<file path="config.mk">
export PLATFORM = sky130hd
export DESIGN_NAME = mflint_flag_block
export DESIGN_NICKNAME = d
export VERILOG_FILES = /design/src/core/mflint_pkg.sv /design/src/core/mflint_flag_latch.sv /design/src/core/mflint_flag_block.sv
export SDC_FILE = /design/constraint.sdc
export NUM_CORES = 1
export LEC_CHECK = 0
export BUFFER_PORTS_ARGS = -buffer_cell sky130_fd_sc_hd__buf_4
export CORE_MARGIN = 2
export CORE_UTILIZATION = 44
export CTS_CLUSTER_SIZE = 40
export DETAILED_ROUTE_END_ITERATION = 8
export PLACE_DENSITY_LB_ADDON = 0.25
export SYNTH_ARGS = -nofsm -noshare
export SYNTH_HDL_FRONTEND = slang
export SYNTH_SLANG_ARGS = --single-unit
</file>
<file path="constraint.sdc">
create_clock -name clk_in -period 2.07 [get_ports clk_in]
set_input_delay 0.3105 -clock clk_in [delete_from_list [all_inputs] [get_ports clk_in]]
set_output_delay 0.3105 -clock clk_in [all_outputs]
set_load 0.005 [all_outputs]
</file>
<file path="src/core/mflint_pkg.sv">
// Contract
// - Bytes 4-7 hold per-lane summaries, bit7=lane8.
// - Summary bit set while any lane flag set.
// - Summary reads never clear underlying lane flags.
// - Every module-level flag has its own mask.
// - Separate high/low alarm and warning flags, masked.
// - All module flags zero after reset, idle.
// - Latched flag holds until read or reset.
// - Unmasked flag onset asserts the interrupt.
// - Interrupt holds until all flags read clear; code releases once no unmasked flag is left pending.
// - Persisting condition sets flag again after read.
// - Byte 13 holds vendor module-level flags.
// - Byte 8 bits 7/6 latch command completions.
// - Byte 8 bit 2 datapath firmware fault.
// - Byte 8 bit 1 module firmware fault.
// - Byte 8 bit 0 latches module state change.
// - Byte 9 supply then temperature thresholds.
// - Byte 10 aux2 then aux1 thresholds.
// - Some flags suppressed in disallowed module states.
// - Byte 3 bit 0 mirrors interrupt, 0=asserted.
// - Byte 3 bits 3-1 report module state.
`default_nettype none
package mflint_pkg;

  ////////////////////////////////////////////////////////////////////////////
  // Byte offsets on the lower page
  localparam logic [7:0] STATUS_OFF = 8'h03;
  localparam logic [7:0] BANK0_LANE_SUMMARY_OFF = 8'h04;
  localparam logic [7:0] BANK1_LANE_SUMMARY_OFF = 8'h05;
  localparam logic [7:0] BANK2_LANE_SUMMARY_OFF = 8'h06;
  localparam logic [7:0] BANK3_LANE_SUMMARY_OFF = 8'h07;
  localparam logic [7:0] MODULE_EVENT_FLAGS_OFF = 8'h08;
  localparam logic [7:0] SUPPLY_TEMP_THRESHOLD_FLAGS_OFF = 8'h09;
  localparam logic [7:0] AUX_MONITOR_THRESHOLD_FLAGS_OFF = 8'h0a;
  localparam logic [7:0] CUSTOM_MODULE_FLAGS_OFF = 8'h0d;

  ////////////////////////////////////////////////////////////////////////////
  // Field positions
  localparam int CMD_BLOCK2_DONE_BIT = 7;
  localparam int CMD_BLOCK1_DONE_BIT = 6;
  localparam int DP_FW_FAULT_BIT = 2;
  localparam int MOD_FW_FAULT_BIT = 1;
  localparam int STATE_CHANGED_BIT = 0;
  localparam logic [7:0] EVENT_USED_BITS = 8'hc7;
  localparam int HI_NIBBLE_LSB = 4;
  localparam int LO_NIBBLE_LSB = 0;
  localparam int STATE_FIELD_LSB = 1;
  localparam int INT_STATUS_BIT = 0;

  ////////////////////////////////////////////////////////////////////////////
  // Reset values
  localparam logic [7:0] FLAGS_RESET = 8'h00;
  localparam logic [2:0] MODULE_STATE_RESET = 3'h0;
  localparam logic INT_N_RESET = 1'b1;

  ////////////////////////////////////////////////////////////////////////////
  // Module state codes
  localparam logic [2:0] ST_LOW_PWR = 3'h1;
  localparam logic [2:0] ST_PWR_UP = 3'h2;
  localparam logic [2:0] ST_READY = 3'h3;
  localparam logic [2:0] ST_PWR_DN = 3'h4;
  localparam logic [2:0] ST_FAULT = 3'h5;

  // Interrupt pin states
  typedef enum logic [1:0] {
    INT_IDLE = 2'b01,
    INT_ACTIVE = 2'b10
  } mflint_int_state_type;

endpackage
`default_nettype wire

</file>
<file path="src/core/mflint_flag_latch.sv">
`timescale 1ns/1ps
`default_nettype none
module mflint_flag_latch #(
  parameter int WIDTH = 8
) (
  // Clock and reset
  input wire logic clk_in,
  input wire logic sys_rst_in,
  // Condition and clear
  input wire logic [WIDTH-1:0] set_in,
  input wire logic [WIDTH-1:0] clr_in,
  // Latched flags
  output logic [WIDTH-1:0] flag_out
);

  logic [WIDTH-1:0] flag_q;
  logic [WIDTH-1:0] flag_d;

  if (WIDTH < 1) begin : g_bad_width
    $error("mflint_flag_latch: WIDTH must be at least 1");
  end

  // Set beats clear; a held condition sets again after the read
  always_comb begin
    flag_d = set_in | (flag_q & ~clr_in);
  end

  always_ff @(posedge clk_in) begin
    if (sys_rst_in) begin
      flag_q <= '0;
    end else begin
      flag_q <= flag_d;
    end
  end

  assign flag_out = flag_q;

endmodule
`default_nettype wire

</file>
<file path="src/core/mflint_flag_block.sv">
`timescale 1ns/1ps
`default_nettype none
module mflint_flag_block #(
  parameter int NUM_BANKS = 4,
  parameter int LANES_PER_BANK = 8
) (
  // Clock and reset
  input wire logic clk_in,
  input wire logic sys_rst_in,
  // Byte read port from the management bus slave
  input wire logic rd_strobe_in,
  input wire logic [7:0] rd_addr_in,
  output logic [7:0] rd_data_out,
  output logic rd_valid_out,
  // Lane flag page status
  input wire logic [NUM_BANKS*LANES_PER_BANK-1:0] lane_flag_any_in,
  input wire logic lane_int_pend_in,
  // Module state machine
  input wire logic [2:0] module_state_in,
  // Byte 8 conditions
  input wire logic cmd_block2_done_in,
  input wire logic cmd_block1_done_in,
  input wire logic dp_fw_fault_in,
  input wire logic mod_fw_fault_in,
  // Threshold conditions {low warn, high warn, low alarm, high alarm}
  input wire logic [3:0] main_supply_monitor_cond_in,
  input wire logic [3:0] temp_cond_in,
  input wire logic [3:0] aux2_cond_in,
  input wire logic [3:0] aux1_cond_in,
  // Vendor conditions
  input wire logic [7:0] custom_cond_in,
  // Masks, one bit per flag, 1 masks
  input wire logic [7:0] event_mask_in,
  input wire logic [7:0] supply_temp_mask_in,
  input wire logic [7:0] aux_mask_in,
  input wire logic [7:0] custom_mask_in,
  // Interrupt pin, active low
  output logic int_n_out
);

  localparam int NUM_LANES = NUM_BANKS * LANES_PER_BANK;

  // Elaboration checks
  if (NUM_BANKS < 1 || NUM_BANKS > 4) begin : g_bad_banks
    $error("mflint_flag_block: NUM_BANKS must be 1 to 4");
  end
  if (LANES_PER_BANK != 8) begin : g_bad_lanes
    $error("mflint_flag_block: LANES_PER_BANK must be 8");
  end
  // Reserved bits 5-3 of the event byte must never latch
  if ((mflint_pkg::EVENT_USED_BITS & 8'h38) != 8'h00) begin : g_bad_event_bits
    $error("mflint_flag_block: event byte bits 5-3 are reserved");
  end

  ////////////////////////////////////////////////////////////////////////////
  // Helpers

  function automatic logic addr_hit(input logic [7:0] addr, input logic [7:0] off);
    addr_hit = (addr == off);
  endfunction

  function automatic logic any_unmasked(input logic [7:0] flags, input logic [7:0] mask);
    any_unmasked = |(flags & ~mask);
  endfunction

  // Threshold flags only meaningful once the module is powered
  function automatic logic thresholds_allowed(input logic [2:0] state);
    thresholds_allowed = (state == mflint_pkg::ST_READY) ||
      (state == mflint_pkg::ST_PWR_DN);
  endfunction

  ////////////////////////////////////////////////////////////////////////////
  // Lane flag summary

  logic [NUM_LANES-1:0] summary_q;
  logic [7:0] summary_byte [0:3];

  // Level copy; reading it has no effect on the lane flags
  always_ff @(posedge clk_in) begin
    if (sys_rst_in) begin
      summary_q <= '0;
    end else begin
      summary_q <= lane_flag_any_in;
    end
  end

  // Banks past NUM_BANKS read as zero
  for (genvar b = 0; b < 4; b++) begin : g_bank
    if (b < NUM_BANKS) begin : g_used
      assign summary_byte[b] = summary_q[b*LANES_PER_BANK +: LANES_PER_BANK];
    end else begin : g_unused
      assign summary_byte[b] = 8'h00;
    end
  end

  ////////////////////////////////////////////////////////////////////////////
  // Reported module state and change detection

  logic [2:0] state_q;
  logic state_seen_q;
  logic state_change;

  // Reported state lags the input by one cycle
  always_ff @(posedge clk_in) begin
    if (sys_rst_in) begin
      state_q <= mflint_pkg::MODULE_STATE_RESET;
    end else begin
      state_q <= module_state_in;
    end
  end

  // Marks the first clean sample after reset
  always_ff @(posedge clk_in) begin
    if (sys_rst_in) begin
      state_seen_q <= 1'b0;
    end else begin
      state_seen_q <= 1'b1;
    end
  end

  // First sample after reset is not a change
  assign state_change = state_seen_q && (module_state_in != state_q);

  ////////////////////////////////////////////////////////////////////////////
  // Clear-on-read strobes

  logic clr_event;
  logic clr_supply_temp;
  logic clr_aux;
  logic clr_custom;

  // Summary bytes and byte 3 have no read side effect
  assign clr_event = rd_strobe_in && addr_hit(rd_addr_in, mflint_pkg::MODULE_EVENT_FLAGS_OFF);
  assign clr_supply_temp = rd_strobe_in &&
    addr_hit(rd_addr_in, mflint_pkg::SUPPLY_TEMP_THRESHOLD_FLAGS_OFF);
  assign clr_aux = rd_strobe_in &&
    addr_hit(rd_addr_in, mflint_pkg::AUX_MONITOR_THRESHOLD_FLAGS_OFF);
  assign clr_custom = rd_strobe_in && addr_hit(rd_addr_in, mflint_pkg::CUSTOM_MODULE_FLAGS_OFF);

  ////////////////////////////////////////////////////////////////////////////
  // Flag conditions

  logic [7:0] event_set;
  logic [7:0] supply_temp_set;
  logic [7:0] aux_set;
  logic thr_ok;

  assign thr_ok = thresholds_allowed(module_state_in);

  // Bits 5-3 stay zero
  always_comb begin
    event_set = 8'h00;
    event_set[mflint_pkg::CMD_BLOCK2_DONE_BIT] = cmd_block2_done_in;
    event_set[mflint_pkg::CMD_BLOCK1_DONE_BIT] = cmd_block1_done_in;
    event_set[mflint_pkg::DP_FW_FAULT_BIT] = dp_fw_fault_in && thr_ok;
    event_set[mflint_pkg::MOD_FW_FAULT_BIT] = mod_fw_fault_in;
    event_set[mflint_pkg::STATE_CHANGED_BIT] = state_change;
  end

  // Conditions outside the allowed states are dropped, latched flags stay
  always_comb begin
    supply_temp_set = 8'h00;
    if (thr_ok) begin
      supply_temp_set[mflint_pkg::HI_NIBBLE_LSB +: 4] = main_supply_monitor_cond_in;
      supply_temp_set[mflint_pkg::LO_NIBBLE_LSB +: 4] = temp_cond_in;
    end
  end

  always_comb begin
    aux_set = 8'h00;
    if (thr_ok) begin
      aux_set[mflint_pkg::HI_NIBBLE_LSB +: 4] = aux2_cond_in;
      aux_set[mflint_pkg::LO_NIBBLE_LSB +: 4] = aux1_cond_in;
    end
  end

  ////////////////////////////////////////////////////////////////////////////
  // Latched flag bytes

  logic [7:0] event_flags;
  logic [7:0] supply_temp_flags;
  logic [7:0] aux_flags;
  logic [7:0] custom_flags;

  // Only bits the read returns are cleared
  mflint_flag_latch #(
    .WIDTH(8)
  ) u_event_flags (
    .clk_in(clk_in),
    .sys_rst_in(sys_rst_in),
    .set_in(event_set & mflint_pkg::EVENT_USED_BITS),
    .clr_in({8{clr_event}} & event_flags),
    .flag_out(event_flags)
  );

  mflint_flag_latch #(
    .WIDTH(8)
  ) u_supply_temp_flags (
    .clk_in(clk_in),
    .sys_rst_in(sys_rst_in),
    .set_in(supply_temp_set),
    .clr_in({8{clr_supply_temp}} & supply_temp_flags),
    .flag_out(supply_temp_flags)
  );

  mflint_flag_latch #(
    .WIDTH(8)
  ) u_aux_flags (
    .clk_in(clk_in),
    .sys_rst_in(sys_rst_in),
    .set_in(aux_set),
    .clr_in({8{clr_aux}} & aux_flags),
    .flag_out(aux_flags)
  );

  mflint_flag_latch #(
    .WIDTH(8)
  ) u_custom_flags (
    .clk_in(clk_in),
    .sys_rst_in(sys_rst_in),
    .set_in(custom_cond_in),
    .clr_in({8{clr_custom}} & custom_flags),
    .flag_out(custom_flags)
  );

  ////////////////////////////////////////////////////////////////////////////
  // Interrupt

  mflint_pkg::mflint_int_state_type int_state_q;
  mflint_pkg::mflint_int_state_type int_state_d;
  logic [3:0] byte_pending;
  logic int_pending;

  // Each flag gated by its own mask bit
  assign byte_pending[0] = any_unmasked(event_flags, event_mask_in);
  assign byte_pending[1] = any_unmasked(supply_temp_flags, supply_temp_mask_in);
  assign byte_pending[2] = any_unmasked(aux_flags, aux_mask_in);
  assign byte_pending[3] = any_unmasked(custom_flags, custom_mask_in);

  // Lane flags are masked and cleared on the lane page itself
  assign int_pending = (|byte_pending) || lane_int_pend_in;

  // Release only once nothing unmasked is left pending
  always_comb begin
    case (int_state_q)
      mflint_pkg::INT_IDLE: begin
        int_state_d = int_pending ? mflint_pkg::INT_ACTIVE : mflint_pkg::INT_IDLE;
      end
      mflint_pkg::INT_ACTIVE: begin
        int_state_d = int_pending ? mflint_pkg::INT_ACTIVE : mflint_pkg::INT_IDLE;
      end
      default: begin
        int_state_d = mflint_pkg::INT_IDLE;
      end
    endcase
  end

  always_ff @(posedge clk_in) begin
    if (sys_rst_in) begin
      int_state_q <= mflint_pkg::INT_IDLE;
    end else begin
      int_state_q <= int_state_d;
    end
  end

  // Registered so reads never glitch the pin
  always_ff @(posedge clk_in) begin
    if (sys_rst_in) begin
      int_n_out <= mflint_pkg::INT_N_RESET;
    end else begin
      int_n_out <= (int_state_d != mflint_pkg::INT_ACTIVE);
    end
  end

  ////////////////////////////////////////////////////////////////////////////
  // Read data

  logic [7:0] status_byte;
  logic [7:0] rd_mux;

  always_comb begin
    status_byte = 8'h00;
    status_byte[mflint_pkg::STATE_FIELD_LSB +: 3] = state_q;
    status_byte[mflint_pkg::INT_STATUS_BIT] = int_n_out;
  end

  always_comb begin
    case (rd_addr_in)
      mflint_pkg::STATUS_OFF: begin
        rd_mux = status_byte;
      end
      mflint_pkg::BANK0_LANE_SUMMARY_OFF: begin
        rd_mux = summary_byte[0];
      end
      mflint_pkg::BANK1_LANE_SUMMARY_OFF: begin
        rd_mux = summary_byte[1];
      end
      mflint_pkg::BANK2_LANE_SUMMARY_OFF: begin
        rd_mux = summary_byte[2];
      end
      mflint_pkg::BANK3_LANE_SUMMARY_OFF: begin
        rd_mux = summary_byte[3];
      end
      mflint_pkg::MODULE_EVENT_FLAGS_OFF: begin
        rd_mux = event_flags;
      end
      mflint_pkg::SUPPLY_TEMP_THRESHOLD_FLAGS_OFF: begin
        rd_mux = supply_temp_flags;
      end
      mflint_pkg::AUX_MONITOR_THRESHOLD_FLAGS_OFF: begin
        rd_mux = aux_flags;
      end
      mflint_pkg::CUSTOM_MODULE_FLAGS_OFF: begin
        rd_mux = custom_flags;
      end
      // Unmapped and reserved bytes read zero
      default: begin
        rd_mux = 8'h00;
      end
    endcase
  end

  // Holds the last answer until the next strobe
  always_ff @(posedge clk_in) begin
    if (sys_rst_in) begin
      rd_data_out <= mflint_pkg::FLAGS_RESET;
    end else if (rd_strobe_in) begin
      rd_data_out <= rd_mux;
    end
  end

  // Answer valid flag follows the strobe one cycle later, one cycle per strobe cycle
  always_ff @(posedge clk_in) begin
    if (sys_rst_in) begin
      rd_valid_out <= 1'b0;
    end else begin
      rd_valid_out <= rd_strobe_in;
    end
  end

endmodule
`default_nettype wire

</file>
==> impl_metrics.py, run 1 <==
metrics = {
    "outcome": {
        "outcome": "finished, final reports clean",
    },
    "place": {
        "hpwl_mm": 6.86,
        "place_inst": 558,
        "io_buffers": 116,
        "place_area_um2": 4300,
        "place_congestion": 0.889,
    },
    "floorplan": {
        "die_area_um2": 8380,
        "rows": 31,
        "die-height_um": 91.5,
        "core_area_um2": 7330,
        "num_io_pins": 117,
        "die_w_um": 91.5,
        "start_util": 0.460,
    },
    "yosys": {
        "synthCells": 357,
        "synth_compound_area_frac": 0.167,
        "synth_top_area_frac": 0.469,
        "synth.ff_latch_count": 79,
        "synth_adder_area_share": 0,
        "yosysSeqAreaShare": 0.469,
        "synth-edff-count": 0,
        "synth_area_per_cell_um2": 9.44,
        "synth_area_um2": 3370,
        "yosys-top-cells-area": "dfxtp_1 47%, nor2b_1 7.4%, a22oi_1 6.0%",
        "yosysTopAreaCell": "dfxtp_1",
        "synth_mux_area_frac": 0.0820,
        "yosys.area_share.simple": 0.222,
        "synthDistinctLibCells": 45,
        "synth.net_count": 464,
        "yosys_warnings": 0,
        "synth_top_family_by_area": "simple AND/OR/NAND/NOR gates",
        "ys.flop_type": "dfxtp_1",
        "synth_xor_area_frac": 0.0104,
        "async_reset_ff_frac": 0,
    },
    "power_and_ir_drop": {
        "ir_drop_uv": 345,
        "power_leakage_uw": 0.00190,
        "power_uw": 3430,
        "p_per_area_nw_per_um2": 758,
    },
    "cts": {
        "clock-root-buffer": "clkbuf_8",
        "ctsResizeCount": 0,
        "hold_buffers": 0,
        "h-tree-depth": 3,
        "cts_setup_buffers": 0,
        "clkTransAtPathRegs_ns": 0.08,
        "insertion_delay_ns": 0.35,
        "cts_buffer_depth": 2,
        "cts_tree": "yes",
        "clock-sinks": 79,
        "cts_inserted_buffers": 9,
    },
    "setup_path": {
        "rr_endpoint": "int_n_out$_SDFF_PP1_",
        "worstReg2RegStart": "u_custom_flags.flag_out[2]$_SDFF_PP0_",
        "cp-startpoint": "rd_addr_in[5]",
        "start_kind": "primary input",
        "worst-r2r-cell-count": 5,
        "arrival_ns": 1.75,
        "crit_type": "in2reg",
        "rrSetupSlack_ns": 0.56,
        "cp_data_required_time_ns": 2.31,
        "worst-path-max-fanout": 8,
        "critPathCapture": "u_custom_flags.flag_out[1]$_SDFF_PP0_",
        "cp-end-kind": "flip-flop",
    },
    "global_route": {
        "grt_use_met3": 0.0390,
        "track_usage": 0.216,
        "overflow": 0,
        "grt_max_degree": 43,
        "gr-usage-met1": 0.291,
        "grt_busiest_layer": "met2",
        "grt_pass1_vias": 2877,
        "met2_usage": 0.330,
        "grt_antenna_before_repair": 0,
        "grt_pass1_wl_mm": 14.1,
    },
    "final_layout": {
        "syn_to_final_growth_pct": 34.2,
        "antenna_cells": 0,
        "drive_gt1_frac": 0.341,
        "fin_area_um2": 4520,
        "nFillCells": 649,
        "nNetsFinal": 577,
        "postLayoutCoreUtil": 0.617,
        "layoutNonFillerInstCount": 574,
    },
    "sta": {
        "fin_crit_ns": 1.51,
        "slew_violations": 0,
        "finalSetupViolCount": 0,
        "tightest_slew_ns": 0.467,
        "period_share": 0.731,
        "finalHoldViolCount": 0,
        "setup_tns_ns": 0,
        "slew_headroom": 0.687,
        "fmax_mhz": 661,
        "fin_worst_skew_ns": 0.00634,
        "rsz0062_at_grt": "no",
    },
    "route": {
        "first_pass_iters": 4,
        "drt-vias-per-instance": 5.07,
        "routed_wl_mm": 8.88,
        "via_count": 2909,
        "wl_per_cell_um": 15.5,
        "route.detailed.drc": 0,
        "ant_nets": 0,
        "drtIter0Drc": 176,
    },
    "hold_path": {
        "min_path_type": "in2reg",
    },
    "flow_run": {
        "maxCapViolations": 0,
    },
}
[flip-flops by register name (all words and copies together) (netlist names)]
signal / cells
u_event_flags.flag_out: 8
rd_data_out: 8
int_state_q: 1
u_supply_temp_flags.flag_out: 8
summary_q: 32
rd_valid_out: 1
int_n_out: 1
state_q: 3
u_aux_flags.flag_out: 8
state_seen_q: 1
u_custom_flags.flag_out: 8
[power breakdown]
part / leakage [µW] / internal (µW) / switching [µW]
sequential: 0.000654 / 1610 / 66.6
combinational: 0.00114 / 285 / 199
clock: 0.000110 / 712 / 553
[cells in the mapped netlist, drive strengths merged, types with 12 or more instances]
| master | count |
|---|---|
| dfxtp | 79 |
| nor2b | 41 |
| nor2 | 35 |
| a22oi | 28 |
| nand2 | 19 |
| nand2b | 19 |
| inv | 17 |
| a21oi | 16 |
| o21ai | 16 |
| mux2i | 13 |
| buf | 12 |
[worst max-delay path: stages]
cell,delay (ns)
buf_4,0.12
nor4_4,0.36
nand2_1,0.12
or3_1,0.59
a21oi_2,0.21
nor2_1,0.04
[per-layer routing]
layer  part of all wire  vias up
met5                  0        -
met4              0.028        0
met3              0.063       20
met2               0.46      106
met1               0.45     1318
li1                   -     1465
[layout make-up]
type / instances / area [µm²] / area share
multi-input combinational: 242 / 1620 / 0.359
sequential: 79 / 1580 / 0.350
timing repair buffer: 121 / 908 / 0.201
clock buffer: 11 / 141 / 0.0313
tap: 99 / 124 / 0.0274
clock inverter: 5 / 81.3 / 0.0180
inverter: 17 / 63.8 / 0.0141
[per-stage QoR]
step / hold WS, ns / setup slack (ns)
after floorplan: 0.405 / 0.541
final: 0.161 / 0.557
after detailed placement: 0.458 / 0.197
after global placement: 0.443 / 0.220
after CTS: 0.146 / 0.544
after global routing: 0.162 / 0.434
[cells by family (layout without fill, tap and decap cells)]
| kind of cell | count (synthesis) | in the layout |
|---|---|---|
| flip-flops | 79 | 79 |
| multiplexers | 22 | 22 |
| AO/OA/AOI/OAI | 79 | 79 |
| XOR/XNOR | 4 | 4 |
| AND/OR/NAND/NOR | 137 | 137 |
| buffers and inverters | 36 | 154 |
[how the worst min path moves through the flow]
stage	from	endpoint	slack, ns	cells past startpoint
floorplan	sys_rst_in	rd_valid_out$_SDFF_PP0_	0.41	1
global placement	rd_data_out[7]$_SDFFE_PP0P_	rd_data_out[7]$_SDFFE_PP0P_	0.44	2
detailed placement	rd_data_out[0]$_SDFFE_PP0P_	rd_data_out[0]$_SDFFE_PP0P_	0.46	2
CTS	lane_flag_any_in[1]	summary_q[1]$_SDFF_PP0_	0.15	2
global route	lane_flag_any_in[19]	summary_q[19]$_SDFF_PP0_	0.16	2
finish	lane_flag_any_in[19]	summary_q[19]$_SDFF_PP0_	0.16	2
[cell usage in the layout, fill, tap and decap left out, types with 2 or more instances in the layout]
cell | netlist | layout
o2111ai_1 | 5 | 5
nand3_1 | 7 | 7
nor2b_1 | 40 | 40
a22o_1 | 2 | 2
inv_1 | 17 | 17
nand2b_1 | 19 | 19
bufinv_16 | 0 | 2
nand2_1 | 19 | 19
a21oi_1 | 8 | 8
buf_4 | 2 | 121
mux2_2 | 5 | 5
nor2_1 | 34 | 34
nor4_1 | 2 | 2
a22oi_1 | 27 | 27
dfxtp_1 | 79 | 79
or3_1 | 3 | 3
a21oi_2 | 8 | 8
o211ai_1 | 2 | 2
mux4_2 | 4 | 4
clkbuf_8 | 0 | 10
xnor2_1 | 4 | 4
o21ai_0 | 15 | 15
and3_2 | 3 | 3
o22ai_1 | 4 | 4
mux2i_1 | 13 | 13
Note: power is estimated with default switching activity, not from simulation.
==> inputs of run 2 (changes only) <==
==> constraint.sdc (replaced) <==
create_clock -name clk_in -period 1.6 [get_ports clk_in]
set_input_delay 0.24 -clock clk_in [delete_from_list [all_inputs] [get_ports clk_in]]
set_output_delay 0.24 -clock clk_in [all_outputs]
set_load 0.005 [all_outputs]
==> impl_metrics.py, run 2 (synthesis gave the netlist of run 1 again) <==
metrics = {
    "global_route": {
        "grt_pass1_vias": 3031,
        "grt_max_degree": 42,
        "track_usage": 0.226,
        "grt_antenna_before_repair": 0,
        "overflow": 0,
        "grt_pass1_wl_mm": 14.8,
    },
    "cts": {
        "clock-sinks": 79,
        "cts_inserted_buffers": 9,
        "h-tree-depth": 3,
        "clock-root-buffer": "clkbuf_8",
        "cts_tree": "yes",
        "insertion_delay_ns": 0.35,
        "cts_buffer_depth": 2,
        "clkTransAtPathRegs_ns": 0.08,
    },
    "power_and_ir_drop": {
        "ir_drop_uv": 469,
        "power_leakage_uw": 0.00197,
        "p_per_area_nw_per_um2": 939,
    },
    "route": {
        "first_pass_iters": 5,
        "wl_per_cell_um": 15.6,
        "drtIter0Drc": 217,
        "route.detailed.drc": 0,
        "routed_wl_mm": 9.17,
        "drt-vias-per-instance": 5.14,
        "ant_nets": 0,
        "via_count": 3019,
    },
    "setup_path": {
        "worst-path-max-fanout": 3,
        "cp-end-kind": "flip-flop",
        "start_kind": "flip-flop",
        "worst-r2r-cell-count": 5,
        "crit_type": "reg2reg",
        "cp_data_required_time_ns": 1.83,
        "arrival_ns": 1.72,
    },
    "final_layout": {
        "antenna_cells": 0,
        "largest-register": "summary_q",
        "fin_area_um2": 4620,
        "final_common_cell": "buf_4",
        "postLayoutCoreUtil": 0.631,
        "nNetsFinal": 590,
        "largest_reg_flops": 32,
        "layout_common_cells": "133 x buf_4, 79 x dfxtp_1, 40 x nor2b_1, 34 x nor2_1, 27 x a22oi_1",
        "layoutNonFillerInstCount": 587,
        "syn_to_final_growth_pct": 37.2,
        "drive_gt1_frac": 0.363,
    },
    "place": {
        "hpwl_mm": 7.23,
        "place_inst": 571,
        "place_area_um2": 4410,
        "place_congestion": 0.865,
        "io_buffers": 116,
    },
    "sta": {
        "tightest_slew_ns": 0.403,
        "slew_headroom": 0.724,
        "rsz0062_at_grt": "no",
        "fmax_mhz": 671,
        "fin_crit_ns": 1.49,
        "fin_worst_skew_ns": 0.00803,
        "period_share": 0.931,
        "finalSetupViolCount": 0,
        "finalHoldViolCount": 0,
        "slew_violations": 0,
    },
    "flow_run": {
        "maxCapViolations": 0,
    },
    "floorplan": {
        "start_util": 0.460,
        "rows": 31,
        "num_io_pins": 117,
        "die-height_um": 91.5,
        "die_area_um2": 8380,
        "core_area_um2": 7330,
        "die_w_um": 91.5,
    },
    "hold_path": {
        "hold_depth": 2,
        "min_path_type": "in2reg",
    },
    "outcome": {
        "outcome": "finished, final reports clean",
    },
}
[run 2: what timing repair did]
item	CTS	global route
endpoints found under the setup margin	0	1
gates resized for setup	0	1
buffers inserted	0	0
hold buffers	0	0
[run 2: final timing paths]
kind                                                     to                                  start  slack, ns
worst min-delay path                summary_q[1]$_SDFF_PP0_                    lane_flag_any_in[1]        0.1
worst min register to register  rd_data_out[7]$_SDFFE_PP0P_            rd_data_out[7]$_SDFFE_PP0P_       0.46
worst max register to register         int_n_out$_SDFF_PP1_  u_custom_flags.flag_out[2]$_SDFF_PP0_       0.11
worst max-delay path                   int_n_out$_SDFF_PP1_  u_custom_flags.flag_out[2]$_SDFF_PP0_       0.11
[run 2: layer usage]
metal | part of all wire | up-vias | track usage
met4 | 0.015 | 0 | 0.0770
met2 | 0.48 | 115 | 0.368
met5 | 0 | - | 0
li1 | - | 1490 | -
met3 | 0.068 | 12 | 0.0407
met1 | 0.44 | 1402 | 0.303
[run 2: layout make-up]
type,count,area (µm²)
Clock buffer,11,151
Clock inverter,5,56.3
Fill cell,637,2710
Inverter,17,63.8
Multi-Input combinational cell,242,1630
Sequential cell,79,1580
Tap cell,99,124
Timing Repair Buffer,134,1020
[run 2: through the flow]
| stage | setup slack, ns | setup TNS (ns) | total power, µW | hold WS (ns) |
|---|---|---|---|---|
| 2_1_floorplan | 0.141 | 0 | 2510 | 0.335 |
| 3_3_place_gp | -0.125 | -1.45 | 2860 | 0.444 |
| 3_5_place_dp | -0.184 | -2.12 | 2880 | 0.451 |
| 4_1_cts | 0.0357 | 0 | 4370 | 0.0880 |
| 5_1_grt | 0.0567 | 0 | 4520 | 0.0919 |
| 6_report | 0.110 | 0 | 4340 | 0.0983 |
[run 2: worst max-delay path, stage by stage, from the launching register on]
cell	delay (ns)
dfxtp_1	0.40
inv_1	0.11
o2111ai_2	0.24
nor4_1	0.07
and3_1	0.21
or3_1	0.34
[run 2: report_power, final]
part           switching [µW]  internal, µW
Sequential               82.8          2090
Clock                     704           803
Combinational             273           391
Total                    1060          3280
==> inputs of run 3 (changes only) <==
--- a/config.mk
+++ b/config.mk
@@ -11,6 +11,7 @@
 export CTS_CLUSTER_SIZE = 40
 export DETAILED_ROUTE_END_ITERATION = 8
 export PLACE_DENSITY_LB_ADDON = 0.25
+export REMOVE_ABC_BUFFERS = 1
 export SYNTH_ARGS = -nofsm -noshare
 export SYNTH_HDL_FRONTEND = slang
 export SYNTH_SLANG_ARGS = --single-unit
==> impl_metrics.py, run 3 (synthesis gave the netlist of run 1 again) <==
metrics = {
    "final_layout": {
        "syn_to_final_growth_pct": 38.6,
        "final_common_cell": "buf_4",
        "nFillCells": 630,
        "largest-register": "summary_q",
        "largest_reg_flops": 32,
        "nNetsFinal": 591,
        "layout_common_cells": "134 x buf_4, 79 x dfxtp_1, 40 x nor2b_1, 34 x nor2_1, 27 x a22oi_1",
        "drive_gt1_frac": 0.362,
        "ff_latch_area_um2": 1580,
        "postLayoutCoreUtil": 0.637,
        "antenna_cells": 0,
        "multi_input_area_um2": 1620,
    },
    "setup_path": {
        "critPathBufInv": 0,
        "arrival_ns": 1.69,
        "crit_chain": "nand2b_1 > o2111ai_1 > nor4_1 > and3_1 > nor3_1",
        "slowest_delay_ns": 0.47,
        "cp-end-kind": "flip-flop",
        "cp_top_family": "simple AND/OR/NAND/NOR gates",
        "cp_data_required_time_ns": 1.84,
        "rrSetupSlack_ns": 0.15,
        "start_kind": "flip-flop",
        "worst-path-max-fanout": 3,
        "worstReg2RegStart": "u_supply_temp_flags.flag_out[0]$_SDFF_PP0_",
        "crit_type": "reg2reg",
        "cpMaxStageDelayCell": "nor4_1",
        "worstSetupPathDepth": 5,
        "worst-r2r-cell-count": 5,
        "rr_endpoint": "int_state_q[1]$_SDFF_PP0_",
    },
    "cts": {
        "cts_inserted_buffers": 9,
        "cts_setup_buffers": 0,
        "clock-sinks": 79,
        "cts_buffer_depth": 2,
        "clock-root-buffer": "clkbuf_8",
        "h-tree-depth": 3,
        "clkTransAtPathRegs_ns": 0.08,
        "cts_tree": "yes",
        "insertion_delay_ns": 0.35,
        "ctsResizeCount": 0,
        "hold_buffers": 0,
    },
    "power_and_ir_drop": {
        "power_frac_seq": 0.467,
        "power_leakage_uw": 0.00199,
        "pwr-share-comb": 0.139,
        "p_per_area_nw_per_um2": 995,
        "ir_drop_uv": 525,
        "net-switching-power_uw": 1080,
        "p_int_uw": 3560,
        "pwr-share-clk": 0.394,
        "sw_frac_of_total": 0.233,
    },
    "global_route": {
        "track_usage": 0.225,
        "overflow": 0,
        "grt_antenna_before_repair": 0,
        "grt_pass1_vias": 3013,
        "grt_max_degree": 29,
        "grt_pass1_wl_mm": 14.6,
    },
    "floorplan": {
        "start_util": 0.460,
        "die_w_um": 91.5,
        "num_io_pins": 117,
        "rows": 31,
        "die_area_um2": 8380,
        "core_area_um2": 7330,
        "die-height_um": 91.5,
    },
    "hold_path": {
        "min_path_type": "in2reg",
        "hold_path_end": "summary_q[23]$_SDFF_PP0_",
        "hold_depth": 2,
        "min_from": "lane_flag_any_in[23]",
    },
    "sta": {
        "slew_headroom": 0.688,
        "finalHoldViolCount": 0,
        "worst_slack_ns": 0.150,
        "rsz0062_at_grt": "no",
        "finalSetupViolCount": 0,
        "fin_crit_ns": 1.45,
        "period_share": 0.906,
        "fin_worst_skew_ns": 0.00713,
        "tightest_slew_ns": 0.457,
        "fmax_mhz": 690,
        "slew_violations": 0,
        "setup_tns_ns": 0,
    },
    "route": {
        "first_pass_iters": 5,
        "ant_nets": 0,
        "routed_wl_mm": 9.12,
        "wl_per_cell_um": 15.5,
        "drtIter0Drc": 173,
        "route.detailed.drc": 0,
        "drt-vias-per-instance": 5.16,
        "via_count": 3033,
    },
    "flow_run": {
        "maxCapViolations": 0,
    },
    "place": {
        "hpwl_mm": 6.94,
        "io_buffers": 116,
        "place_congestion": 0.864,
        "place_ws_ns": -0.152,
    },
    "outcome": {
        "outcome": "finished, final reports clean",
    },
}
## run 3: changes by cell type in the layout (fill, tap and decap cells not counted), sizes merged
cell,before,now
bufinv,1,3
clkbuf,11,10
buf,134,135
clkinv,3,0
inv,17,19
## run 3: metal layers
layer	up-vias	share of wire	track usage
met2	131	0.47	0.352
met3	12	0.081	0.0539
met1	1397	0.43	0.296
li1	1493	-	-
met4	0	0.017	0.0947
met5	-	0	0
## run 3: area by class of cell
type                       count  share of cell area
multi-input combinational    242               0.347
timing repair buffer         135               0.220
tap                           99              0.0265
inverter                      17              0.0137
clock inverter                 6              0.0246
clock buffer                  10              0.0295
sequential                    79               0.339
## run 3: power groups by stage
stage | sequential [µW] | combinational (µW) | clock, µW
floorplan | 2190 | 274 | 0
global placement | 2210 | 637 | 0
detailed placement | 2220 | 646 | 0
CTS | 2170 | 652 | 1850
global route | 2180 | 710 | 1940
finish | 2170 | 648 | 1830
## run 3: worst reg2reg max path, stage by stage (launching register included)
cell and delay, ns:
dfxtp_1 0.35, nand2b_1 0.08, o2111ai_1 0.12, nor4_1 0.47, and3_1 0.26, nor3_1 0.05
## run 3: worst max-delay path by stage
stage,to,from,slack [ns]
after floorplan,u_custom_flags.flag_out[0]$_SDFF_PP0_,rd_addr_in[5],0.1
after global placement,u_event_flags.flag_out[0]$_SDFF_PP0_,rd_addr_in[5],-0.12
after detailed placement,u_event_flags.flag_out[0]$_SDFF_PP0_,rd_addr_in[5],-0.15
after CTS,int_n_out$_SDFF_PP1_,u_supply_temp_flags.flag_out[1]$_SDFF_PP0_,0.16
after global routing,int_n_out$_SDFF_PP1_,u_supply_temp_flags.flag_out[1]$_SDFF_PP0_,0.11
final,int_state_q[1]$_SDFF_PP0_,u_supply_temp_flags.flag_out[0]$_SDFF_PP0_,0.15
## run 3: stage by stage
step                      instance area, µm²  hold WS [ns]  total power, µW  instances
after floorplan                         3270         0.307             2460        338
after global placement                  4420         0.442             2850        572
after detailed placement                4420         0.452             2860        572
after CTS                               4670        0.0827             4680        588
after global routing                    4670        0.0845             4830        588
final                                   4670        0.0915             4650        588
